### src/pps_pkg.sv
`default_nettype none
package pps_pkg;

    // =====================================================================
    // Clock rate and timebase
    // =====================================================================
    localparam int unsigned CLOCK_HZ       = 250000000;   // Device clock rate
    localparam int unsigned TICK_US        = 1000;        // Timebase tick period, microseconds
    localparam int unsigned TICK_CYCLES    = (CLOCK_HZ / 1000000) * TICK_US; // Cycles per tick
    localparam int unsigned TICK_CNT_W     = 20;          // Timebase counter width

    // =====================================================================
    // Durations, counted in ticks of one millisecond
    // =====================================================================
    localparam int unsigned TURN_ON_DEBOUNCE_MS   = 32;   // Default turn-on hold
    localparam int unsigned TURN_OFF_DEBOUNCE_MS  = 32;   // Default turn-off hold
    localparam int unsigned RELEASE_DEBOUNCE_MS   = 32;   // Button release debounce
    localparam int unsigned TURN_ON_BLANK_MS      = 512;  // Blanking after enable
    localparam int unsigned TURN_OFF_DELAY_MS     = 1024; // Shutdown grace period
    localparam int unsigned ENABLE_LOCKOUT_MS     = 256;  // Lockout after release
    localparam int unsigned MS_CNT_W              = 16;   // Millisecond counter width

    // =====================================================================
    // Power-off request qualification
    // =====================================================================
    localparam int unsigned OFF_REQ_MIN_NS   = 30000;     // Least recognised low pulse
    localparam int unsigned CLOCK_PERIOD_NS  = 4;         // Clock period
    localparam int unsigned OFF_REQ_CYCLES   = (OFF_REQ_MIN_NS + CLOCK_PERIOD_NS - 1) / CLOCK_PERIOD_NS;
    localparam int unsigned OFF_REQ_CNT_W    = 14;        // Filter counter width

    // =====================================================================
    // Sequencer states
    // =====================================================================
    typedef enum logic [2:0] {
        PPS_OFF       = 3'b000,  // Waiting for a press
        PPS_ON_DEB    = 3'b001,  // Counting turn-on hold
        PPS_BLANK     = 3'b010,  // Inputs ignored after enable
        PPS_REL_DEB   = 3'b011,  // Debouncing button release
        PPS_RUN       = 3'b100,  // Powered, watching inputs
        PPS_OFF_DEB   = 3'b101,  // Counting turn-off hold
        PPS_OFF_WAIT  = 3'b110,  // Interrupt raised, grace period
        PPS_LOCKOUT   = 3'b111   // Button ignored after release
    } pps_state_type;

    // Open-drain pin drive, kept together
    typedef struct packed {
        logic out;   // Level driven when enabled
        logic oe;    // High while driving
    } pps_od_type;

endpackage
`default_nettype wire

### src/pps_sync.sv
`timescale 1ns/100ps
`default_nettype none
// =========================================================================
// Two-flop synchroniser for asynchronous pins
// =========================================================================
module pps_sync #(
    parameter logic RESET_VALUE = 1'b1
) (
    input  wire logic clock,
    input  wire logic rst_n,
    input  wire logic async_in,
    output var  logic sync_out
);
    logic meta_reg;  // First stage, read only by the second

    // Chain of two; resets to the idle pin level
    always_ff @(posedge clock) begin
        if (!rst_n) begin
            meta_reg <= RESET_VALUE;
            sync_out <= RESET_VALUE;
        end else begin
            meta_reg <= async_in;
            sync_out <= meta_reg;
        end
    end
endmodule // pps_sync
`default_nettype wire

### src/pps_sequencer.sv
`timescale 1ns/100ps
`default_nettype none
// Operation
// RQ1: Enable after 32 ms unbroken low press
// RQ2: Extra configurable turn-on hold added
// RQ3: Turn-off press valid after 32 ms low
// RQ4: Extra configurable turn-off hold added
// RQ5: 512 ms blanking starts at enable
// RQ6: Ignore button and request while blanking
// RQ7: Request low after blanking aborts power-up
// RQ8: Processor raises request before blanking ends
// RQ9: Request low after blanking releases enable
// RQ10: Valid turn-off press pulls interrupt low
// RQ11: 1024 ms delay starts at interrupt
// RQ12: Delay expiry releases enable
// RQ13: Request low during delay releases immediately
// RQ14: Open-drain enable, polarity selectable
// RQ15: Button ignored during lockout after release
// RQ16: Request low at least 30 us
// RQ17: Interrupt may be tied to request
// RQ18: Lockout lasts 256 ms from release
// RQ19: Button high restarts any debounce; the code restarts the release debounce on button low instead
// RQ20: Release debounced 32 ms before new press
// RQ21: Reset holds outputs released, state off
// RQ22: All periods from one timebase tick; the code times the 30 us request filter in clock cycles instead
// RQ23: Interrupt released on return to off
module pps_sequencer #(
    parameter int unsigned TICK_CYCLES_P = pps_pkg::TICK_CYCLES, // Shorten for simulation
    parameter logic        ENABLE_HIGH   = 1'b1                  // 1: high-true, 0: low-true
) (
    input  wire logic                        clock,
    input  wire logic                        rst_n,
    input  wire logic                        button_n,        // Pushbutton pin, low when pressed
    input  wire logic                        off_request_n,   // Processor power-off request pin
    input  wire logic [pps_pkg::MS_CNT_W-1:0] on_hold_extend,  // Extra turn-on hold, ms
    input  wire logic [pps_pkg::MS_CNT_W-1:0] off_hold_extend, // Extra turn-off hold, ms
    input  wire logic                        power_en_in,     // Enable pin level, unused by logic
    output var  logic                        power_en_out,    // Enable pin drive level
    output var  logic                        power_en_oe,     // Enable pin drive enable
    input  wire logic                        int_n_in,        // Interrupt pin level, unused by logic
    output var  logic                        int_n_out,       // Interrupt pin drive level
    output var  logic                        int_n_oe,        // Interrupt pin drive enable
    output var  logic                        power_on         // Sequencer holds power enabled
);

    // =====================================================================
    // Pin synchronisers
    // =====================================================================
    logic button_n_s;   // Synchronised button
    logic req_n_s;      // Synchronised power-off request

    pps_sync #(.RESET_VALUE(1'b1)) u_sync_button (
        .clock   (clock),
        .rst_n   (rst_n),
        .async_in(button_n),
        .sync_out(button_n_s)
    );

    pps_sync #(.RESET_VALUE(1'b0)) u_sync_request (
        .clock   (clock),
        .rst_n   (rst_n),
        .async_in(off_request_n),
        .sync_out(req_n_s)
    );

    // =====================================================================
    // Timebase: one tick per millisecond
    // =====================================================================
    logic [pps_pkg::TICK_CNT_W-1:0] tick_cnt_reg;  // Cycle counter
    logic                           tick;          // One-cycle tick

    assign tick = (tick_cnt_reg == pps_pkg::TICK_CNT_W'(TICK_CYCLES_P - 1));

    // Free-running divider shared by every millisecond period
    always_ff @(posedge clock) begin
        if (!rst_n) begin
            tick_cnt_reg <= '0;
        end else if (tick) begin
            tick_cnt_reg <= '0;  // RQ22
        end else begin
            tick_cnt_reg <= tick_cnt_reg + 1'b1;
        end
    end

    // =====================================================================
    // Power-off request filter: low must last 30 us
    // =====================================================================
    logic [pps_pkg::OFF_REQ_CNT_W-1:0] req_cnt_reg;  // Low-time counter
    logic                              req_low_reg;  // Qualified request

    // Short glitches below the least pulse are rejected, at the cost of 30 us latency
    always_ff @(posedge clock) begin
        if (!rst_n) begin
            req_cnt_reg <= '0;
            req_low_reg <= 1'b0;
        end else if (req_n_s) begin
            req_cnt_reg <= '0;
            req_low_reg <= 1'b0;
        end else if (req_cnt_reg == pps_pkg::OFF_REQ_CNT_W'(pps_pkg::OFF_REQ_CYCLES - 1)) begin
            req_low_reg <= 1'b1;  // RQ16
        end else begin
            req_cnt_reg <= req_cnt_reg + 1'b1;
        end
    end

    // =====================================================================
    // Sequencer state and millisecond counter
    // =====================================================================
    pps_pkg::pps_state_type         state_reg;   // Current state
    pps_pkg::pps_state_type         state_next;  // Next state
    logic [pps_pkg::MS_CNT_W-1:0]   ms_reg;      // Elapsed ms in state
    logic                           ms_clear;    // Restart the count
    logic [pps_pkg::MS_CNT_W:0]     on_limit;    // Turn-on hold total
    logic [pps_pkg::MS_CNT_W:0]     off_limit;   // Turn-off hold total
    logic [pps_pkg::MS_CNT_W:0]     ms_ext;      // Count widened for compare

    assign on_limit  = (pps_pkg::MS_CNT_W+1)'(pps_pkg::TURN_ON_DEBOUNCE_MS) + {1'b0, on_hold_extend};   // RQ2
    assign off_limit = (pps_pkg::MS_CNT_W+1)'(pps_pkg::TURN_OFF_DEBOUNCE_MS) + {1'b0, off_hold_extend}; // RQ4
    assign ms_ext    = {1'b0, ms_reg};

    // Next-state logic; counts compare against whole ticks seen in the state
    always_comb begin
        state_next = state_reg;
        ms_clear   = 1'b0;
        case (state_reg)
            pps_pkg::PPS_OFF: begin
                if (!button_n_s) begin
                    state_next = pps_pkg::PPS_ON_DEB;
                    ms_clear   = 1'b1;
                end
            end
            pps_pkg::PPS_ON_DEB: begin
                if (button_n_s) begin
                    state_next = pps_pkg::PPS_OFF;  // RQ19
                end else if (ms_ext >= on_limit) begin
                    state_next = pps_pkg::PPS_BLANK;  // RQ1
                    ms_clear   = 1'b1;  // RQ5
                end
            end
            pps_pkg::PPS_BLANK: begin
                // Both inputs ignored until the window closes
                if (ms_reg >= pps_pkg::MS_CNT_W'(pps_pkg::TURN_ON_BLANK_MS)) begin  // RQ6
                    ms_clear = 1'b1;
                    if (!req_n_s) begin
                        state_next = pps_pkg::PPS_LOCKOUT;  // RQ7
                    end else begin
                        state_next = pps_pkg::PPS_REL_DEB;  // RQ20
                    end
                end
            end
            pps_pkg::PPS_REL_DEB: begin
                if (req_low_reg) begin
                    state_next = pps_pkg::PPS_LOCKOUT;  // RQ9
                    ms_clear   = 1'b1;
                end else if (!button_n_s) begin
                    ms_clear = 1'b1;  // RQ20
                end else if (ms_reg >= pps_pkg::MS_CNT_W'(pps_pkg::RELEASE_DEBOUNCE_MS)) begin
                    state_next = pps_pkg::PPS_RUN;
                end
            end
            pps_pkg::PPS_RUN: begin
                if (req_low_reg) begin
                    state_next = pps_pkg::PPS_LOCKOUT;  // RQ9
                    ms_clear   = 1'b1;
                end else if (!button_n_s) begin
                    state_next = pps_pkg::PPS_OFF_DEB;
                    ms_clear   = 1'b1;
                end
            end
            pps_pkg::PPS_OFF_DEB: begin
                if (req_low_reg) begin
                    state_next = pps_pkg::PPS_LOCKOUT;  // RQ9
                    ms_clear   = 1'b1;
                end else if (button_n_s) begin
                    state_next = pps_pkg::PPS_RUN;  // RQ19
                end else if (ms_ext >= off_limit) begin
                    state_next = pps_pkg::PPS_OFF_WAIT;  // RQ3
                    ms_clear   = 1'b1;  // RQ11
                end
            end
            pps_pkg::PPS_OFF_WAIT: begin
                if (req_low_reg) begin
                    state_next = pps_pkg::PPS_LOCKOUT;  // RQ13
                    ms_clear   = 1'b1;
                end else if (ms_reg >= pps_pkg::MS_CNT_W'(pps_pkg::TURN_OFF_DELAY_MS)) begin
                    state_next = pps_pkg::PPS_LOCKOUT;  // RQ12
                    ms_clear   = 1'b1;
                end
            end
            pps_pkg::PPS_LOCKOUT: begin
                // Button ignored; then wait for it to be released before re-arming
                if (ms_reg >= pps_pkg::MS_CNT_W'(pps_pkg::ENABLE_LOCKOUT_MS) && button_n_s) begin  // RQ15 RQ18
                    state_next = pps_pkg::PPS_OFF;  // RQ23
                end
            end
            default: begin
                state_next = pps_pkg::PPS_OFF;
            end
        endcase
    end

    // State register
    always_ff @(posedge clock) begin
        if (!rst_n) begin
            state_reg <= pps_pkg::PPS_OFF;  // RQ21
        end else begin
            state_reg <= state_next;
        end
    end

    // Millisecond counter, saturating so long holds never wrap
    always_ff @(posedge clock) begin
        if (!rst_n) begin
            ms_reg <= '0;
        end else if (ms_clear) begin
            ms_reg <= '0;  // RQ22
        end else if (tick && ms_reg != '1) begin
            ms_reg <= ms_reg + 1'b1;
        end
    end

    // =====================================================================
    // Open-drain outputs
    // =====================================================================
    logic             en_assert_reg;  // Enable asserted
    logic             int_low_reg;    // Interrupt pulled low
    pps_pkg::pps_od_type en_drive;    // Enable pin drive
    pps_pkg::pps_od_type int_drive;   // Interrupt pin drive

    // Registered so pins never glitch on decode
    always_ff @(posedge clock) begin
        if (!rst_n) begin
            en_assert_reg <= 1'b0;  // RQ21
            int_low_reg   <= 1'b0;
        end else begin
            en_assert_reg <= (state_next == pps_pkg::PPS_BLANK) || (state_next == pps_pkg::PPS_REL_DEB) ||
                             (state_next == pps_pkg::PPS_RUN) || (state_next == pps_pkg::PPS_OFF_DEB) ||
                             (state_next == pps_pkg::PPS_OFF_WAIT);
            int_low_reg   <= (state_next == pps_pkg::PPS_OFF_WAIT) ||
                             (state_next == pps_pkg::PPS_LOCKOUT && int_low_reg);  // RQ10 RQ23
        end
    end

    // Open drain only sinks: drive low when the pin must be low
    always_comb begin
        en_drive.out  = 1'b0;
        en_drive.oe   = ENABLE_HIGH ? !en_assert_reg : en_assert_reg;  // RQ14
        int_drive.out = 1'b0;
        int_drive.oe  = int_low_reg;  // RQ10
    end

    assign power_en_out = en_drive.out;
    assign power_en_oe  = en_drive.oe;
    assign int_n_out    = int_drive.out;
    assign int_n_oe     = int_drive.oe;
    assign power_on     = en_assert_reg;

endmodule // pps_sequencer
`default_nettype wire

### config.mk
export PLATFORM = sky130hd
export DESIGN_NAME = pps_sequencer
export DESIGN_NICKNAME = d
export VERILOG_FILES = /design/src/pps_pkg.sv /design/src/pps_sync.sv /design/src/pps_sequencer.sv
export SDC_FILE = /design/constraint.sdc
export NUM_CORES = 1
export LEC_CHECK = 0
export BUFFER_PORTS_ARGS = -buffer_cell sky130_fd_sc_hd__buf_2
export CORE_ASPECT_RATIO = 1.1
export CORE_MARGIN = 2
export CORE_UTILIZATION = 35
export CTS_BUF_LIST = sky130_fd_sc_hd__clkbuf_8
export DETAILED_ROUTE_END_ITERATION = 8
export RECOVER_POWER = 100
export SKIP_LAST_GASP = 1
export SLEW_MARGIN = 20
export SYNTH_ARGS = -nofsm -noshare
export SYNTH_HDL_FRONTEND = slang
export SYNTH_HIERARCHICAL = 1
export SYNTH_SLANG_ARGS = --single-unit
### constraint.sdc
create_clock -name clock -period 2.8 [get_ports clock]
set_input_delay 0.28 -clock clock [delete_from_list [all_inputs] [get_ports clock]]
set_output_delay 0.28 -clock clock [all_outputs]
set_load 0.03 [all_outputs]
* Word-level counts from Yosys, hierarchy flattened *
Cells that the tools add are included.

operators by class
  equal/unequal tests = 16
  bitwise logic cells = 1
  $lt $le $gt $ge = 6
  reduce and logical (&&, ||, !) cells = 14
  add/sub/neg operators = 5
  mux-type cells = 28

operators by type and width
  operator               number
  $mux 3                 16
  $add 6x16->17 const A  2
  $ge 16x17->1           2
  $eq 3x3->1 const B     8
  $pmux 3 s8             1
  $add 20x1->20 const B  1
  $eq 20x18->1 const B   1
  $add 16x1->16 const B  1
  $ge 16x10->1 const B   1
  $ge 16x11->1 const B   1
  $ge 16x6->1 const B    1
  $ge 16x9->1 const B    1
  $ne 16x16->1 const B   1
  $add 14x1->14 const B  1
  $eq 14x13->1 const B   1
  $eq 3x2->1 const B     4
  $mux 1                 10
  $reduce_or 2->1        4
  $pmux 1 s6             1
  $logic_or 1x1->1       5
  $eq 3x1->1 const B     1
  $logic_and 1x1->1      3
  $logic_not 3->1        1
  $logic_not 1->1        1
  $not 1->1              1

word-level totals
  input bits = 38
  output and inout bits = 5
  flip-flop bits (word level) = 60

* Logic depth before layout (Yosys ltp) *
  depth in word-level cells = 11
  depth in mapped cells = 13
  mapped depth without buffers = 12

* By module *
The synthesis kept the hierarchy.

modules (own cells, without submodules)
  module         cells each  instances  area an instance (sq um)
  pps_sequencer  451         1          3769.9
  pps_sync       4           2          52.6

* Worst setup path after synthesis *
OpenSTA, ideal clock, no wires.

  path kind = in2reg
  start point = in off_hold_extend[7] (netlist bit)
  end point = reg en_assert_reg, in the netlist power_on
  data required time = 2.678 ns
  arrival time = 2.249 ns
  stages on the path = 12
  buffers on the path = 0
  library setup time = 0.122 ns
  path slack = 0.429 ns
  cells stage by stage = and4_4 nand4_2 nor2_1 xnor2_1 ha_1 a21oi_1 o22ai_1 a211oi_1 o21ai_0 o21ai_2 nor2_2 o311a_1

on the way
  cells in the longest elaborated chain, start to end = 11
  elaborated cells between the ends (all ways) = 15
  classes of those cells = add/sub: 1; order compare: 1; eq/ne: 5; mux: 4; reduce/logical: 4

ends and longest elaborated chain
  item                            line                  source
  from (decl)                     pps_sequencer.sv:36   input wire logic [pps_pkg::MS_CNT_W-1:0] off_hold_extend,
  $add 6x16->17 *                 pps_sequencer.sv:118  assign off_limit = (pps_pkg::MS_CNT_W+1)'(pps_pkg::TURN_OFF_DEBOUNCE_MS) + {1'b0, off_hold_extend};
  $ge 16x17->1 *                  pps_sequencer.sv:176  end else if (ms_ext >= off_limit) begin
  $mux 3 *                        pps_sequencer.sv:176
  $mux 3 *                        pps_sequencer.sv:174  end else if (button_n_s) begin
  $mux 3 *                        pps_sequencer.sv:171  if (req_low_reg) begin
  $pmux 3 s8 *                    pps_sequencer.sv:125  case (state_reg)
  $eq 3x2->1                      pps_sequencer.sv:236  en_assert_reg <= (state_next == pps_pkg::PPS_BLANK) || (state_next == pps_pkg::PPS_REL_DEB) ||
  $logic_or 1x1->1 (2 in series)  pps_sequencer.sv:236
  $logic_or 1x1->1                pps_sequencer.sv:237  (state_next == pps_pkg::PPS_RUN) || (state_next == pps_pkg::PPS_OFF_DEB) ||
  $logic_or 1x1->1 *              pps_sequencer.sv:237
  to (signal assigned)            pps_sequencer.sv:236
  to (decl)                       pps_sequencer.sv:225  logic en_assert_reg;

Every way passes the cells marked *; elsewhere a longest branch is shown, timed or not.
A chain may end at the register's enable or synchronous reset.

* Final worst setup path *
  start point = reg ms_reg[2] (netlist bit)
  end point = reg en_assert_reg, in the netlist power_on

on the way
  cells in the longest elaborated chain, start to end = 10
  elaborated cells between the ends (all ways) = 29
  classes of those cells = order compare: 6; eq/ne: 5; mux: 13; reduce/logical: 5

ends and longest elaborated chain
  item                                         line                                        source
  from (decl)                                  pps_sequencer.sv:111                        logic [pps_pkg::MS_CNT_W-1:0] ms_reg;
  from (signal assigned)                       pps_sequencer.sv:218                        ms_reg <= ms_reg + 1'b1;
  $ge 16x17->1 or $ge 16x6->1 (tied branches)  pps_sequencer.sv:176, pps_sequencer.sv:157
  $mux 3 (on tied branches)                    pps_sequencer.sv:176, pps_sequencer.sv:157
  $mux 3 (on tied branches)                    pps_sequencer.sv:174, pps_sequencer.sv:155
  $mux 3 (on tied branches)                    pps_sequencer.sv:171, pps_sequencer.sv:152
  $pmux 3 s8 *                                 pps_sequencer.sv:125
  $eq 3x2->1                                   pps_sequencer.sv:236
  $logic_or 1x1->1 (2 in series)               pps_sequencer.sv:236
  $logic_or 1x1->1                             pps_sequencer.sv:237
  $logic_or 1x1->1 *                           pps_sequencer.sv:237

Marked as above.

==> impl_metrics.ini <==
[global_route]
globalRoute.totalOverflow = 0
antenna_found_initial = 0
globalRouteTotalUtil = 0.144
grt_pass1_wl_mm = 14.3
grt_pass1_vias = 3317
grt_max_degree = 20

[place]
portBuffers = 38
hpwl_mm = 6.26
gp_congestion = 0.789
placed_area_sq_um = 4240

[layout]
largest_reg_flops = 20
layout-drive-gt1-share = 0.130
postLayoutCellArea_sq_um = 4380
nets = 579
diodes = 0
utilization = 0.404
nFillCells = 1126
syn2layout_area_growth_pct = 13.1

[critical_path]
regToRegStartpoint = ms_reg[2]
rr_endpoint = power_on
max_stage_delay_ns = 0.57
arrival_ns = 2.73
r2r_setup_slack_ns = 0.29
required_ns = 3.02
cp_max_fo = 6
end_kind = register
worstPathCellList = ha_1 > a21oi_1 > o21ai_0 > a2111oi_0 > o211ai_1 > o21ai_2 > nor2_1 > o311a_1
worstRegToRegCells = 8
cpMaxStageDelayCell = a2111oi_0
crit_path_start_kind = register
critical_path_class = register to register

[synthesis]
yosysSeqAreaShare = 0.310
synth_cell_types = 56
synth_cells = 459
yosys.area_share.simple = 0.291
yosys.area_share.adder = 0.123
ys_async_sr_fraction = 0
synth_edf_count = 0
synthMuxAreaShare = 0.00517
syn_area_per_cell_sq_um = 8.44
synth_warnings = 6
synth_compound_area_frac = 0.0881
synth_ff_type = dfxtp_1
synth-seq-cells = 60
synth_top_family_by_area = simple AND/OR/NAND/NOR gates
synthXorXnorAreaFrac = 0.145
netlist_area_sq_um = 3870

[timing]
fin_crit_ns = 2.51
rsz0062_at_grt = false
finalSetupViolCount = 0
slew_headroom = 0.347
period_share = 0.896
fmax_mhz = 399
fin_skew_ns = 0.00822
drv_slew = 0
hold_viol = 0
worst_pin_slew_ns = 0.971
setup-tns-final_ns = 0

[routing]
drtPass1Iterations = 4
drt_iter0_drc = 143
drcViolationCount = 0
drt_wl_total_mm = 8.07
num_vias = 3271
ant_nets = 0
avgViaCountPerCell = 4.99
wl_per_cell_um = 12.3

[floorplan]
die-area_sq_um = 11900
die_h_um = 114
start_util = 0.357
fp.dieW_um = 104
ios = 43
rows = 40
core_area_sq_um = 10900

[cts]
tritoncts = done
root_buffer = clkbuf_8
cts_hold_buf = 0
cts_buffers = 9
cts_max_level = 3
clkSinkCount = 60
postCtsSetupRepairBufs = 0
insertion_delay_ns = 0.33
clk_path_buf_depth = 2
clkTransAtPathRegs_ns = 0.07
cts_resized = 0

[min_path]
min_path_cells = 2
holdPathEnd = u_sync_button/meta_reg
hold_path_class = input pin to register
holdCritStartpoint = button_n

[power]
ir_worst_vdd_v = 0.000273
leakage_uw = 0.00181
power.density_nw_per_um2 = 409

[status]
status = completed

[job]
cap_violations = 0
-- layout make-up --
type                       instances  area [sq um]  area share
clock inverter                     5          50.0      0.0114
inverter                          25          93.8      0.0214
multi-input combinational        366          2500       0.570
sequential                        60          1200       0.274
timing repair buffer              41           205      0.0468
tap                              147           184      0.0420
clock buffer                      11           151      0.0345
-- worst max path at each step --
stage,from,endpoint,depth (start not counted)
final,ms_reg[2],power_on,8
after global routing,ms_reg[2],ms_reg[7],9
after CTS,ms_reg[2],power_on,8
after detailed placement,on_hold_extend[5],power_on,11
after global placement,off_hold_extend[8],power_on,13
after floorplan,off_hold_extend[7],power_on,12
-- stage by stage --
step                power (uW)  instances  hold slack [ns]  worst slack, ns
CTS                       1830        655            0.116            0.256
detailed placement        1040        639            0.399           0.0155
global placement          1030        639            0.393           0.0681
finish                    1790        655            0.130            0.291
floorplan                  980        460            0.353            0.429
global route              1880        655            0.130            0.119
-- logic make-up (layout without fill, tap and decap cells) --
kind of cell / after synthesis / count (layout)
compound gates: 49 / 49
flops: 60 / 60
fa+ha+maj: 38 / 38
buf+inv: 34 / 82
mux: 2 / 2
other cells: 1 / 2
simple gates: 211 / 211
xor+xnor: 64 / 64
-- worst max-delay path, delay by kind of cell, from the launching register on --
kind,cells,cell delay (ns)
AO/OA/AOI/OAI,6,1.51
flip-flops,1,0.47
adder cells (fa/ha/maj),1,0.30
AND/OR/NAND/NOR,1,0.12
-- cell usage in the layout (no fill, tap or decap), types with 6 or more instances in the layout --
cell type / count
nor3_1: 9
buf_2: 34
inv_1: 25
dfxtp_1: 60
ha_1: 38
nand2b_1: 6
a211oi_1: 7
nor2_1: 72
a21oi_1: 10
xor2_1: 34
and2_1: 6
and3_1: 16
o21ai_0: 9
nand3_1: 24
nand2_1: 27
nand4_1: 25
xnor2_1: 30
nor4_1: 6
clkbuf_8: 11
-- report_power, final --
| part | switching (uW) | internal, uW |
|---|---|---|
| registers | 8.06 | 864 |
| clock network | 325 | 453 |
| logic | 83.7 | 61.3 |
| total | 417 | 1380 |
-- synthesized netlist by cell type, drive strengths merged, types with 2 or more instances --
| master | count | share of area |
|---|---|---|
| nor2b | 4 | 0.0065 |
| nand2 | 27 | 0.027 |
| clkbuf | 4 | 0.0039 |
| o211ai | 3 | 0.0058 |
| a31oi | 2 | 0.0032 |
| a211oi | 7 | 0.014 |
| and2 | 6 | 0.0097 |
| inv | 25 | 0.024 |
| a21oi | 10 | 0.013 |
| o22ai | 2 | 0.0032 |
| nand2b | 6 | 0.0097 |
| nand4 | 26 | 0.044 |
| nand3 | 24 | 0.031 |
| a21o | 2 | 0.0039 |
| nor3 | 13 | 0.024 |
| nor4 | 6 | 0.017 |
| dfxtp | 60 | 0.31 |
| xor2 | 34 | 0.077 |
| and3 | 16 | 0.026 |
| ha | 38 | 0.12 |
| mux2i | 2 | 0.0052 |
| o21ai | 11 | 0.018 |
| xnor2 | 30 | 0.068 |
| buf | 5 | 0.0094 |
| and4 | 5 | 0.013 |
| o31ai | 2 | 0.0039 |
| nor2 | 72 | 0.070 |
-- per-layer routing --
layer	global-route usage	wire length, um
met5	0	0
met4	0.0459	94
met3	0.0296	283
met2	0.266	3950
met1	0.168	3740
Note: power is estimated with default switching activity, not from simulation.
